File: src/verilog/etc_pkg.sv
package etc_pkg;

  // ------------------------------------------------------------
  // counter geometry
  // ------------------------------------------------------------
  localparam int CNT_W = 10;
  localparam int PRD_W = 3;
  localparam int REG_W = 8;
  localparam int BUS_W = 32;
  localparam int ADR_W = 8;

  // ------------------------------------------------------------
  // register byte addresses
  // ------------------------------------------------------------
  localparam logic [7:0] ADR_CTRL0 = 8'h00;
  localparam logic [7:0] ADR_CTRL1 = 8'h04;
  localparam logic [7:0] ADR_CTRL2 = 8'h08;
  localparam logic [7:0] ADR_CNT_LO = 8'h0c;
  localparam logic [7:0] ADR_CNT_HI = 8'h10;
  localparam logic [7:0] ADR_CMPA_LO = 8'h14;
  localparam logic [7:0] ADR_CMPA_HI = 8'h18;
  localparam logic [7:0] ADR_CMPB_LO = 8'h1c;
  localparam logic [7:0] ADR_CMPB_HI = 8'h20;
  localparam logic [7:0] ADR_STATUS = 8'h24;

  // ------------------------------------------------------------
  // field positions
  // ------------------------------------------------------------
  localparam int C0_PAUSE = 7;
  localparam int C0_CKSEL_HI = 6;
  localparam int C0_CKSEL_LO = 4;
  localparam int C0_RUN = 3;
  localparam int C0_PRD_HI = 2;
  localparam int C1_MODE_HI = 7;
  localparam int C1_MODE_LO = 6;
  localparam int C1_IO_HI = 5;
  localparam int C1_IO_LO = 4;
  localparam int C1_INIT_LVL = 3;
  localparam int C1_DOWN = 1;
  localparam int C1_CLR_SRC = 0;
  localparam int ST_DIR = 0;
  localparam int ST_FLAG_A = 1;
  localparam int ST_FLAG_B = 2;
  localparam int ST_FLAG_P = 3;

  // ------------------------------------------------------------
  // reset values
  // ------------------------------------------------------------
  localparam logic [7:0] CTRL_RST = 8'h00;
  localparam logic [9:0] CMP_RST = 10'h000;
  localparam logic [9:0] CNT_RST = 10'h000;

  // ------------------------------------------------------------
  // encodings and divider counts
  // ------------------------------------------------------------
  typedef enum logic [2:0] {
    CK_SYS_DIV4 = 3'h0, CK_SYS = 3'h1, CK_SLOW_16 = 3'h2, CK_SLOW_64 = 3'h3,
    CK_TIMEBASE = 3'h4, CK_UNDEF = 3'h5, CK_EXT_RISE = 3'h6, CK_EXT_FALL = 3'h7
  } etc_clk_sel_type;
  localparam logic [1:0] MODE_CMP_OUT = 2'h0;
  localparam logic [1:0] IO_LOW = 2'h1;
  localparam logic [1:0] IO_HIGH = 2'h2;
  localparam logic [1:0] IO_TOGGLE = 2'h3;
  localparam logic [5:0] SYS_DIV = 6'h04;
  // seven bits so that the /64 count itself fits without wrapping to zero
  localparam logic [6:0] SLOW_DIV_A = 7'h10;
  localparam logic [6:0] SLOW_DIV_B = 7'h40;

endpackage

File: src/verilog/etc_pin_edge.sv
`timescale 1ns/1ns
// two-flop synchroniser on the external count pin with edge pulses
module etc_pin_edge (
  input wire logic core_clk_i,
  input wire logic rst_i,
  input wire logic pin_i,
  output logic rise_o,
  output logic fall_o
);
  logic meta_q;
  logic sync_q;
  logic last_q;

  // ------------------------------------------------------------
  // synchroniser; meta_q feeds only sync_q
  // ------------------------------------------------------------
  always_ff @(posedge core_clk_i or posedge rst_i) begin
    if (rst_i) begin
      meta_q <= 1'b0;
      sync_q <= 1'b0;
      last_q <= 1'b0;
    end else begin
      meta_q <= pin_i;
      sync_q <= meta_q;
      last_q <= sync_q;
    end
  end

  // one pulse per edge, seen one to two cycles after the pin moves
  assign rise_o = sync_q & ~last_q;
  assign fall_o = ~sync_q & last_q;
endmodule

File: src/verilog/etc_clk_sel.sv
`timescale 1ns/1ns
// count clock selection, every rate is a one-cycle enable
module etc_clk_sel (
  input wire logic core_clk_i,
  input wire logic rst_i,
  input wire logic [2:0] sel_i,
  input wire logic slow_tick_i,
  input wire logic timebase_tick_i,
  input wire logic ext_rise_i,
  input wire logic ext_fall_i,
  output logic tick_o
);
  logic [5:0] sys_cnt_q;
  logic [5:0] slow_cnt_q;
  logic sys4;
  logic slow16;
  logic slow64;

  // ------------------------------------------------------------
  // dividers; the slow divider free-runs so /16 and /64 share it
  // ------------------------------------------------------------
  always_ff @(posedge core_clk_i or posedge rst_i) begin
    if (rst_i) begin
      sys_cnt_q <= 6'h00;
    end else if (sys_cnt_q == etc_pkg::SYS_DIV - 6'h01) begin
      sys_cnt_q <= 6'h00;
    end else begin
      sys_cnt_q <= sys_cnt_q + 6'h01;
    end
  end

  always_ff @(posedge core_clk_i or posedge rst_i) begin
    if (rst_i) begin
      slow_cnt_q <= 6'h00;
    end else if (slow_tick_i) begin
      slow_cnt_q <= slow_cnt_q + 6'h01; // wraps at 64
    end
  end

  assign sys4 = (sys_cnt_q == etc_pkg::SYS_DIV - 6'h01);
  assign slow16 = slow_tick_i & (slow_cnt_q[3:0] == 4'(etc_pkg::SLOW_DIV_A - 7'h01));
  assign slow64 = slow_tick_i & (slow_cnt_q == 6'(etc_pkg::SLOW_DIV_B - 7'h01));

  // source mux; the undefined code gives no tick at all
  always_comb begin
    case (etc_pkg::etc_clk_sel_type'(sel_i))
      etc_pkg::CK_SYS_DIV4: tick_o = sys4;
      etc_pkg::CK_SYS: tick_o = 1'b1;
      etc_pkg::CK_SLOW_16: tick_o = slow16;
      etc_pkg::CK_SLOW_64: tick_o = slow64;
      etc_pkg::CK_TIMEBASE: tick_o = timebase_tick_i;
      etc_pkg::CK_EXT_RISE: tick_o = ext_rise_i;
      etc_pkg::CK_EXT_FALL: tick_o = ext_fall_i;
      default: tick_o = 1'b0;
    endcase
  end
endmodule

File: src/verilog/etc_core.sv
`timescale 1ns/1ns
// ------------------------------------------------------------
// ------------------------------------------------------------
module etc_core (
  input wire logic core_clk_i,
  input wire logic rst_i,
  input wire logic wb_cyc_i,
  input wire logic wb_stb_i,
  input wire logic wb_we_i,
  input wire logic [7:0] wb_adr_i,
  input wire logic [3:0] wb_sel_i,
  input wire logic [31:0] wb_dat_i,
  output logic [31:0] wb_dat_o,
  output logic wb_ack_o,
  input wire logic ext_count_pin_i,
  input wire logic slow_clk_tick_i,
  input wire logic timebase_clock_tick_i,
  output logic timer_output_a_o,
  output logic irq_a_o,
  output logic irq_b_o,
  output logic irq_p_o
);

  // ------------------------------------------------------------
  // state
  // ------------------------------------------------------------
  logic [7:0] ctrl0_q;
  logic [7:0] ctrl1_q;
  logic [7:0] ctrl2_q;
  logic [9:0] cnt_q;
  logic [9:0] cmp_a_q;
  logic [9:0] cmp_b_q;
  logic count_down_q;
  logic flag_a_q;
  logic flag_b_q;
  logic flag_p_q;
  logic run_last_q;
  logic ack_q;
  logic [31:0] rdat_q;
  logic out_a_q;
  logic irq_a_q;
  logic irq_b_q;
  logic irq_p_q;

  // ------------------------------------------------------------
  // decoded control fields
  // ------------------------------------------------------------
  logic count_pause;
  logic [2:0] count_clock_select;
  logic timer_run;
  logic [2:0] period_field;
  logic clear_source_select;
  logic output_initial_level;
  logic [1:0] mode_field;
  logic [1:0] io_field;

  assign count_pause = ctrl0_q[etc_pkg::C0_PAUSE];
  assign count_clock_select = ctrl0_q[etc_pkg::C0_CKSEL_HI:etc_pkg::C0_CKSEL_LO];
  assign timer_run = ctrl0_q[etc_pkg::C0_RUN];
  assign period_field = ctrl0_q[etc_pkg::C0_PRD_HI:0];
  assign clear_source_select = ctrl1_q[etc_pkg::C1_CLR_SRC];
  assign output_initial_level = ctrl1_q[etc_pkg::C1_INIT_LVL];
  assign mode_field = ctrl1_q[etc_pkg::C1_MODE_HI:etc_pkg::C1_MODE_LO];
  assign io_field = ctrl1_q[etc_pkg::C1_IO_HI:etc_pkg::C1_IO_LO];

  // ------------------------------------------------------------
  // bus decode
  // ------------------------------------------------------------
  logic req;
  logic wr_take;
  logic wr_lane;

  // a write takes effect on the edge that the master sees ack high
  assign req = wb_cyc_i & wb_stb_i;
  assign wr_take = req & wb_we_i & ack_q;
  assign wr_lane = wr_take & wb_sel_i[0];

  function automatic logic wr_hit(input logic [7:0] adr, input logic [7:0] target);
    wr_hit = (adr == target);
  endfunction

  // ------------------------------------------------------------
  // count clock source and pin edges
  // ------------------------------------------------------------
  logic ext_rise;
  logic ext_fall;
  logic src_tick;

  etc_pin_edge u_pin (
    .core_clk_i(core_clk_i),
    .rst_i(rst_i),
    .pin_i(ext_count_pin_i),
    .rise_o(ext_rise),
    .fall_o(ext_fall)
  );

  etc_clk_sel u_clk (
    .core_clk_i(core_clk_i),
    .rst_i(rst_i),
    .sel_i(count_clock_select),
    .slow_tick_i(slow_clk_tick_i),
    .timebase_tick_i(timebase_clock_tick_i),
    .ext_rise_i(ext_rise),
    .ext_fall_i(ext_fall),
    .tick_o(src_tick)
  );

  // ------------------------------------------------------------
  // counter step and comparators
  // ------------------------------------------------------------
  logic run_rise;
  logic step;
  logic [9:0] cnt_next;
  logic wrap;
  logic hit_a;
  logic hit_b;
  logic hit_p;
  logic clr_a;
  logic clr_p;

  // run rise seen in the same cycle that the write lands in ctrl0_q
  assign run_rise = timer_run & ~run_last_q;
  // pause and run both gate the tick, and so does the run rise cycle, which clears the count instead
  assign step = src_tick & timer_run & ~count_pause & ~run_rise;

  // step value in the chosen direction
  always_comb begin
    if (count_down_q) begin
      cnt_next = cnt_q - 10'h001;
    end else begin
      cnt_next = cnt_q + 10'h001;
    end
  end

  // wrap past the end of the range in either direction
  assign wrap = count_down_q ? (cnt_q == 10'h000) : (cnt_q == 10'h3ff);

  // A and B see all ten bits, P only the top three
  assign hit_a = step & (cnt_next == cmp_a_q);
  assign hit_b = step & (cnt_next == cmp_b_q);
  // nonzero period matches at 128 * field clocks; zero waits for the wrap
  assign hit_p = step & ((period_field == 3'h0) ? wrap : (cnt_next[9:7] == period_field));

  // clear source picks which comparator resets the count
  assign clr_a = hit_a & clear_source_select;
  assign clr_p = hit_p & ~clear_source_select;

  // ------------------------------------------------------------
  // counter; software has no load path at all
  // ------------------------------------------------------------
  always_ff @(posedge core_clk_i or posedge rst_i) begin
    if (rst_i) begin
      cnt_q <= etc_pkg::CNT_RST;
    end else if (run_rise) begin
      cnt_q <= etc_pkg::CNT_RST;
    end else if (clr_a | clr_p) begin
      cnt_q <= etc_pkg::CNT_RST;
    end else if (step) begin
      cnt_q <= cnt_next; // wraps naturally on overflow
    end
  end

  // run edge tracker; a falling run leaves cnt_q alone
  always_ff @(posedge core_clk_i or posedge rst_i) begin
    if (rst_i) begin
      run_last_q <= 1'b0;
    end else begin
      run_last_q <= timer_run;
    end
  end

  // ------------------------------------------------------------
  // interrupt request pulses, registered so outputs come from flops
  // ------------------------------------------------------------
  always_ff @(posedge core_clk_i or posedge rst_i) begin
    if (rst_i) begin
      irq_a_q <= 1'b0;
      irq_b_q <= 1'b0;
      irq_p_q <= 1'b0;
    end else begin
      irq_a_q <= hit_a;
      irq_b_q <= hit_b;
      irq_p_q <= hit_p & ~clear_source_select; // no period request when A clears
    end
  end

  // ------------------------------------------------------------
  // sticky event flags, write one to clear; a new event wins
  // ------------------------------------------------------------
  logic st_wr;

  assign st_wr = wr_lane & wr_hit(wb_adr_i, etc_pkg::ADR_STATUS);

  always_ff @(posedge core_clk_i or posedge rst_i) begin
    if (rst_i) begin
      flag_a_q <= 1'b0;
      flag_b_q <= 1'b0;
      flag_p_q <= 1'b0;
    end else begin
      flag_a_q <= hit_a | (flag_a_q & ~(st_wr & wb_dat_i[etc_pkg::ST_FLAG_A]));
      flag_b_q <= hit_b | (flag_b_q & ~(st_wr & wb_dat_i[etc_pkg::ST_FLAG_B]));
      flag_p_q <= (hit_p & ~clear_source_select) | (flag_p_q & ~(st_wr & wb_dat_i[etc_pkg::ST_FLAG_P]));
    end
  end

  // ------------------------------------------------------------
  // output pin a, compare match output mode only
  // ------------------------------------------------------------
  // the pin keeps its level in other modes; nothing else drives it
  always_ff @(posedge core_clk_i or posedge rst_i) begin
    if (rst_i) begin
      out_a_q <= 1'b0;
    end else if (mode_field == etc_pkg::MODE_CMP_OUT) begin
      if (run_rise) begin
        out_a_q <= output_initial_level;
      end else if (hit_a) begin
        case (io_field)
          etc_pkg::IO_LOW: out_a_q <= 1'b0;
          etc_pkg::IO_HIGH: out_a_q <= 1'b1;
          etc_pkg::IO_TOGGLE: out_a_q <= ~out_a_q;
          default: out_a_q <= out_a_q;
        endcase
      end
    end
  end

  // ------------------------------------------------------------
  // control registers
  // ------------------------------------------------------------
  always_ff @(posedge core_clk_i or posedge rst_i) begin
    if (rst_i) begin
      ctrl0_q <= etc_pkg::CTRL_RST;
    end else if (wr_lane & wr_hit(wb_adr_i, etc_pkg::ADR_CTRL0)) begin
      ctrl0_q <= wb_dat_i[7:0];
    end
  end

  // direction bit of ctrl1 is status only, so its stored copy is masked
  always_ff @(posedge core_clk_i or posedge rst_i) begin
    if (rst_i) begin
      ctrl1_q <= etc_pkg::CTRL_RST;
    end else if (wr_lane & wr_hit(wb_adr_i, etc_pkg::ADR_CTRL1)) begin
      ctrl1_q <= wb_dat_i[7:0] & ~(8'h01 << etc_pkg::C1_DOWN);
    end
  end

  always_ff @(posedge core_clk_i or posedge rst_i) begin
    if (rst_i) begin
      ctrl2_q <= etc_pkg::CTRL_RST;
    end else if (wr_lane & wr_hit(wb_adr_i, etc_pkg::ADR_CTRL2)) begin
      ctrl2_q <= wb_dat_i[7:0];
    end
  end

  // direction select, changed by software at any time
  always_ff @(posedge core_clk_i or posedge rst_i) begin
    if (rst_i) begin
      count_down_q <= 1'b0;
    end else if (st_wr) begin
      count_down_q <= wb_dat_i[etc_pkg::ST_DIR];
    end
  end

  // ------------------------------------------------------------
  // compare value pairs, low byte bits 7:0, high byte bits 9:8
  // ------------------------------------------------------------
  always_ff @(posedge core_clk_i or posedge rst_i) begin
    if (rst_i) begin
      cmp_a_q <= etc_pkg::CMP_RST;
    end else if (wr_lane & wr_hit(wb_adr_i, etc_pkg::ADR_CMPA_LO)) begin
      cmp_a_q[7:0] <= wb_dat_i[7:0];
    end else if (wr_lane & wr_hit(wb_adr_i, etc_pkg::ADR_CMPA_HI)) begin
      cmp_a_q[9:8] <= wb_dat_i[1:0];
    end
  end

  always_ff @(posedge core_clk_i or posedge rst_i) begin
    if (rst_i) begin
      cmp_b_q <= etc_pkg::CMP_RST;
    end else if (wr_lane & wr_hit(wb_adr_i, etc_pkg::ADR_CMPB_LO)) begin
      cmp_b_q[7:0] <= wb_dat_i[7:0];
    end else if (wr_lane & wr_hit(wb_adr_i, etc_pkg::ADR_CMPB_HI)) begin
      cmp_b_q[9:8] <= wb_dat_i[1:0];
    end
  end

  // ------------------------------------------------------------
  // read mux; unmapped addresses read zero and still ack
  // ------------------------------------------------------------
  logic [31:0] rmux;

  always_comb begin
    rmux = 32'h0000_0000;
    case (wb_adr_i)
      etc_pkg::ADR_CTRL0: rmux[7:0] = ctrl0_q;
      etc_pkg::ADR_CTRL1: rmux[7:0] = ctrl1_q | (8'(count_down_q) << etc_pkg::C1_DOWN);
      etc_pkg::ADR_CTRL2: rmux[7:0] = ctrl2_q;
      etc_pkg::ADR_CNT_LO: rmux[7:0] = cnt_q[7:0];
      etc_pkg::ADR_CNT_HI: rmux[1:0] = cnt_q[9:8];
      etc_pkg::ADR_CMPA_LO: rmux[7:0] = cmp_a_q[7:0];
      etc_pkg::ADR_CMPA_HI: rmux[1:0] = cmp_a_q[9:8];
      etc_pkg::ADR_CMPB_LO: rmux[7:0] = cmp_b_q[7:0];
      etc_pkg::ADR_CMPB_HI: rmux[1:0] = cmp_b_q[9:8];
      etc_pkg::ADR_STATUS: rmux[3:0] = {flag_p_q, flag_b_q, flag_a_q, count_down_q};
      default: rmux = 32'h0000_0000;
    endcase
  end

  // ------------------------------------------------------------
  // ack: one wait state, then drop for a cycle so back-to-back
  // requests never see a stale ack
  // ------------------------------------------------------------
  always_ff @(posedge core_clk_i or posedge rst_i) begin
    if (rst_i) begin
      ack_q <= 1'b0;
    end else begin
      ack_q <= req & ~ack_q;
    end
  end

  // read data captured with the ack so it stands while ack is high
  always_ff @(posedge core_clk_i or posedge rst_i) begin
    if (rst_i) begin
      rdat_q <= 32'h0000_0000;
    end else if (req & ~ack_q & ~wb_we_i) begin
      rdat_q <= rmux;
    end
  end

  // ------------------------------------------------------------
  // outputs
  // ------------------------------------------------------------
  assign wb_ack_o = ack_q;
  assign wb_dat_o = rdat_q;
  assign timer_output_a_o = out_a_q;
  assign irq_a_o = irq_a_q;
  assign irq_b_o = irq_b_q;
  assign irq_p_o = irq_p_q;

endmodule

File: config.mk
export PLATFORM = sky130hd
export DESIGN_NAME = etc_core
export DESIGN_NICKNAME = d
export VERILOG_FILES = /design/src/verilog/etc_pkg.sv /design/src/verilog/etc_pin_edge.sv /design/src/verilog/etc_clk_sel.sv /design/src/verilog/etc_core.sv
export SDC_FILE = /design/constraint.sdc
export NUM_CORES = 1
export LEC_CHECK = 0
export BUFFER_PORTS_ARGS = -buffer_cell sky130_fd_sc_hd__buf_2
export CAP_MARGIN = 0
export CORE_MARGIN = 2
export CORE_UTILIZATION = 28
export CTS_BUF_LIST = sky130_fd_sc_hd__clkbuf_2 sky130_fd_sc_hd__clkbuf_4 sky130_fd_sc_hd__clkbuf_8
export DETAILED_ROUTE_END_ITERATION = 8
export RECOVER_POWER = 25
export SLEW_MARGIN = 20
export SYNTH_ARGS = -nofsm -noshare
export SYNTH_HDL_FRONTEND = slang
export SYNTH_SLANG_ARGS = --single-unit
File: constraint.sdc
create_clock -name core_clk_i -period 2.7 [get_ports core_clk_i]
set_input_delay 0.27 -clock core_clk_i [delete_from_list [all_inputs] [get_ports core_clk_i]]
set_output_delay 0.27 -clock core_clk_i [all_outputs]
set_load 0.02 [all_outputs]
After elaboration in Yosys (flattened, before gate mapping). Index checks and enable logic that the tools add are counted.

Flip-flop bits (word level): 86. Input port bits: 52. Word-level logic and storage cells: 130. Output and inout port bits: 37.

Reduce and logical (&&, ||, !) cells: 11. Add/sub/neg operators: 4. Bitwise operators: 52. Mux-type cells: 14. Equality and inequality tests: 25.

Operators by type and width (number): 2-to-1 mux 10 bit (4); bitwise AND 1 bit (33); == test 8 x 5 -> 1 bit, second input constant (4); case mux 4 bit (6 select lines) (1); == test 10 bit (2); case mux 2 bit (10 select lines) (1); == test 8 x 4 -> 1 bit, second input constant (2); == test 8 x 6 -> 1 bit, second input constant (2); NOT 1 bit (14); case mux 2 bit (7 select lines) (1); adder 6 x 1 -> 6 bit, second input constant (2); adder 10 x 1 -> 10 bit, second input constant (1); == test 10 bit, second input constant (1); zero test 10 bit (1); subtractor 10 x 1 -> 10 bit, second input constant (1); == test 3 bit, second input constant (3); == test 8 x 3 -> 1 bit, second input constant (1); zero test 8 bit (1); bitwise OR 8 x 2 -> 8 bit (1); case mux 1 bit (7 select lines) (1); == test 3 x 2 -> 1 bit, second input constant (2); == test 6 x 2 -> 1 bit, second input constant (1); == test 6 bit, second input constant (1); zero test 3 bit (2); other kinds (15) (23).

Depth between registers and ports, before layout.
Depth in word-level cells: 11. Mapped depth: 11. Mapped depth without buffers: 9.

By module. A second synthesis with hierarchy kept.

Cell total of the unflattened synthesis: 462. Area total of the unflattened synthesis: 5062.4 sq um.

By module, submodules not included: etc_core (cells an instance 409, area each 4415.5 sq um, times used 1, seq. area each 1776.7 sq um); etc_clk_sel (cells an instance 47, area each 553.0 sq um, times used 1, seq. area each 300.3 sq um); etc_pin_edge (cells an instance 6, area each 93.8 sq um, times used 1, seq. area each 75.1 sq um).

Worst setup path after synthesis. OpenSTA, ideal clock, no wires.

Kind: register -> register. Start point: register count_down_q. End point: register cnt_q[1]. Clock period less this slack: 2878 ps. Setup slack: -178 ps. Required time: 2596 ps. Cell stages (with the launch flop): 11. Arrival time: 2775 ps. Setup time: 104 ps. Buffers on the path: 1. Cells stage by stage: dfrtp_1 inv_1 fa_1 nand2b_2 a211oi_4 o22ai_2 or4_4 o2111ai_2 o32ai_2 buf_6 o41ai_2.

Longest elaborated chain between the ends: 8. Elaborated cells on any way between the ends: 14. Classes of those cells: 2 x eq/ne; 6 x mux; 5 x bitwise; 1 x reduce/logical.

RTL lines: start: declaration (line etc_core.sv:33) `logic count_down_q;`; start signal: assignment (line etc_core.sv:260) `count_down_q <= wb_dat_i[etc_pkg::ST_DIR];`; 2-to-1 mux 10 bit (line etc_core.sv:128) `if (count_down_q) begin`; == test 3 bit (line etc_core.sv:142) `assign hit_p = step & ((period_field == 3'h0) ? wrap : (cnt_next[9:7] == period_field));`; 2-to-1 mux 1 bit (line etc_core.sv:142); bitwise AND 1 bit (line etc_core.sv:142); bitwise AND 1 bit (line etc_core.sv:146) `assign clr_p = hit_p & ~clear_source_select;`; bitwise OR 1 bit (line etc_core.sv:156) `end else if (clr_a | clr_p) begin`; 2-to-1 mux 10 bit (line etc_core.sv:156); 2-to-1 mux 10 bit (line etc_core.sv:154) `end else if (run_rise) begin`; end signal: assignment (line etc_core.sv:153) `cnt_q <= etc_pkg::CNT_RST;`; end signal: assignment (line etc_core.sv:155) `cnt_q <= etc_pkg::CNT_RST;`; end signal: assignment (line etc_core.sv:157) `cnt_q <= etc_pkg::CNT_RST;`; end: declaration (line etc_core.sv:30) `logic [9:0] cnt_q;`.

Several ways; a longest one is shown, not always the timed one. The select of a mux whose other input is x is not followed. A chain may end at the register's enable or synchronous reset.

Final worst setup path.
Start point: register count_down_q. End point: register cnt_q[7].

The elaborated chain is that of the path after synthesis.

==> results.md <==
- Seq cells post-synth: 86
- Yosys cell types: 86
- YS warnings: 0
- Critical-path maximum fanout: 6
- Layout Cells excl Fill: 854
- Worst slew pin tran: 1.782 ns
- RR Startpoint: count_down_q$_DFFE_PP0P_
- Post-synth EDFFs: 0
- CP required: 2.97 ns
- Hpwl dp: 10970 um
- Startpoint Class: flop
- Hold crit path type: in2reg
- Antenna Nets Post-Route: 0
- Fraction of the yosys area taken by sequential cells: 40.86%
- Yosys top cell by area: dfrtp_1
- DR DRC count: 0
- F_max: 0.3442 GHz
- Std-Cell Rows: 50
- # nets final: 680
- Max-cap violations: 1
- Num ports: 89
- Vias in the first global route: 4368
- Adder-Cell Fraction of Synth Area: 3.230%
- Post-synthesis cell count: 499
- Wirelength per Cell: 17.16 um
- Number of port buffers: 37
- Initial antenna violation count: 0
- Worst-path clk slew: 0.09 ns
- Clock net sink count: 86
- Fin worst setup slack: -0.2054 ns
- H-Tree Depth: 3
- DR vias: 4273
- XOR/XNOR Fraction of Synth Area: 6.817%
- RSZ-0062 raised after global routing: true
- Slew margin rel.: -19.45%
- Iter 0 DRT Violations: 253
- Fill cell count: 1861
- Multiplexer share of the synthesized area: 10.36%
- Failing checks: max-capacitance violations, max-slew violations, negative setup slack
- Die area: 19930 um^2
- Share of cells above drive strength 1: 39.19%
- CTS tree: done
- Synth Area per Inst: 10.56 um^2
- Chip Width: 141.2 um
- First-pass GRT wire length: 23920 um
- Largest net degree at the start of global routing: 37
- Post-synth top area share: 40.86%
- Critical Path AT: 3.17 ns
- Post-Place Cells: 821
- Ratio of final minimum period to clock period: 107.6%
- CP Capture Type: flop
- Status: finished, violations left
- Most used DFF post-synth: dfrtp_1
- Critical path type: reg2reg
- Area Growth Syn to Fin: 27.41%
- Root Driver: clkbuf_8
- Ys async rst share: 100.0%
- Cell Pwr Density: 374.9 nW/um^2
- DRT Pass-1 Iters: 5
- Routability cong.: 0.8291
- Cts bufs inserted: 9
- Total track usage: 15.30%
- Lkg Pwr: 3.067 nW
- Post-synthesis compound-gate area fraction: 17.34%
- Max Root-Sink Buffers: 2
- DRT Wirelength: 14650 um
- DR vias/cell: 5.004
- GRT overflow: 0
- Count of final hold-check violations: 0
- Final Util: 36.12%
- Ranking of synthesized cells by area: dfrtp_1 41%, mux2_2 9.4%, buf_4 3.7%
- Critical path origin: count_down_q$_DFFE_PP0P_
- Fin Setup TNS: -1.905 ns
- Minimum clock period: 2.905 ns
- Cell with the most instances after synthesis: dfrtp_1
- Die height: 141.2 um
- Final setup violation count: 14
- Starting density of the core: 28.35%
- Core box area: 18580 um^2
- Simple-gate share of the synthesized area: 15.27%
- ANT cells: 0
- Worst hold start: slow_clk_tick_i
- Pins Over Slew Limit: 37
- Post-synth design cell area: 5268 um^2
- Clock Skew: 0.004940 ns
- Worst IR drop on VDD: 0.3343 mV
- Largest family of logic cells by synthesized area: compound AO/OA/AOI/OAI gates
- Commonest cells post-synth: 86 x dfrtp_1, 52 x nand2_1, 44 x mux2_2
- Worst-skew pair later-pin latency: 0.36 ns
## layout make-up
cell class                      instances  area, um^2  share of cell area (%)
Clock inverter                          6       46.29                  0.6898
Timing Repair Buffer                  120       835.8                   12.45
Clock buffer                           10       137.6                   2.051
Tap cell                              234       292.8                   4.362
Sequential cell                        86        2153                   32.08
Multi-Input combinational cell        384        3192                   47.56
Inverter                               14       53.80                  0.8016
## cell usage in the layout, fill, tap and decap left out, types with 7 or more instances in the layout
cell type  count
inv_1         10
clkbuf_8      10
o41ai_2        8
buf_2         38
mux2_2        44
nor2_1        28
nand4_1        7
nor3_1        12
buf_4         73
conb_1        24
ha_4           8
xor2_1         8
a21oi_1       14
a22oi_1        8
xnor2_1       19
dfrtp_1       85
nand3_1        9
o21ai_0       13
nand2_1       52
## power breakdown
part	switching, mW	leakage (nW)	internal, mW
combinational	0.159	1.82	0.0944
sequential	0.0517	1.16	1.35
clock	0.496	0.0889	0.364
total	0.706	3.07	1.81
## worst paths after layout
kind                            cells past startpoint                               to  slack [ns]
worst min-delay path                                2  u_clk.slow_cnt_q[0]$_DFFE_PP0P_        0.15
worst max-delay path                               12             cnt_q[7]$_DFFE_PP0P_       -0.21
worst min register to register                      0           u_pin.sync_q$_DFF_PP0_        0.36
worst max register to register                     12             cnt_q[7]$_DFFE_PP0P_       -0.21
min in group asynchronous                           2             cnt_q[4]$_DFFE_PP0P_        0.34
max in group asynchronous                           3           u_pin.meta_q$_DFF_PP0_        0.86
## logic make-up after synthesis
kind of cell,Yosys count
multiplexers,49
AND/OR/NAND/NOR,154
other,1
adder cells (fa/ha/maj),13
flip-flops,86
XOR/XNOR,36
buffers and inverters,52
AO/OA/AOI/OAI,108
## flip-flops by register name, indices dropped and copies added (netlist names), 6 cells and up
signal / flops
ctrl0_q: 8
cmp_b_q: 10
ctrl1_q: 7
ctrl2_q: 8
cnt_q: 10
u_clk.sys_cnt_q: 6
cmp_a_q: 10
u_clk.slow_cnt_q: 6
wb_dat_o: 8
## repair_timing
item / 4_1_cts / 5_1_grt
endpoints found under the setup margin: 16 / 17
setup buffers: 11 / 5
hold buffers: 1 / 0
endpoints found under the hold margin: 1 / 0
resized for setup: 33 / 19
pin swaps: 17 / 10
## metrics by stage
stage / power [mW] / hold WS (ns) / worst slack [ns] / instance area, um^2
floorplan: 1.614 / 0.3014 / 0.007853 / 5366
global placement: 1.679 / 0.3346 / -0.2223 / 6083
detailed placement: 1.683 / 0.3412 / -0.2224 / 6083
CTS: 2.544 / 0.007658 / -0.1891 / 6568
global route: 2.627 / 0.1455 / -0.2796 / 6711
finish: 2.516 / 0.1532 / -0.2054 / 6711
## metal layers
| layer | vias up | GRT usage, % | routed length (um) |
|---|---|---|---|
| met5 | - | 0 | 0 |
| met4 | 0 | 3.316 | 229 |
| met3 | 18 | 2.649 | 685 |
| met2 | 114 | 24.78 | 6900 |
| met1 | 2109 | 21.48 | 6835 |
| li1 | 2032 | - | - |
## worst max-delay path: stages (launching register included)
cell and delay (ns):
dfrtp_2 0.38, buf_8 0.14, inv_2 0.05, fa_2 0.38, nand2b_4 0.17, a211oi_4 0.29, o22ai_2 0.14, buf_4 0.16
or3_4 0.33, nand4_1 0.20, nor3_4 0.07, buf_6 0.16, o41ai_2 0.32
(Power assumes the default switching activity.)
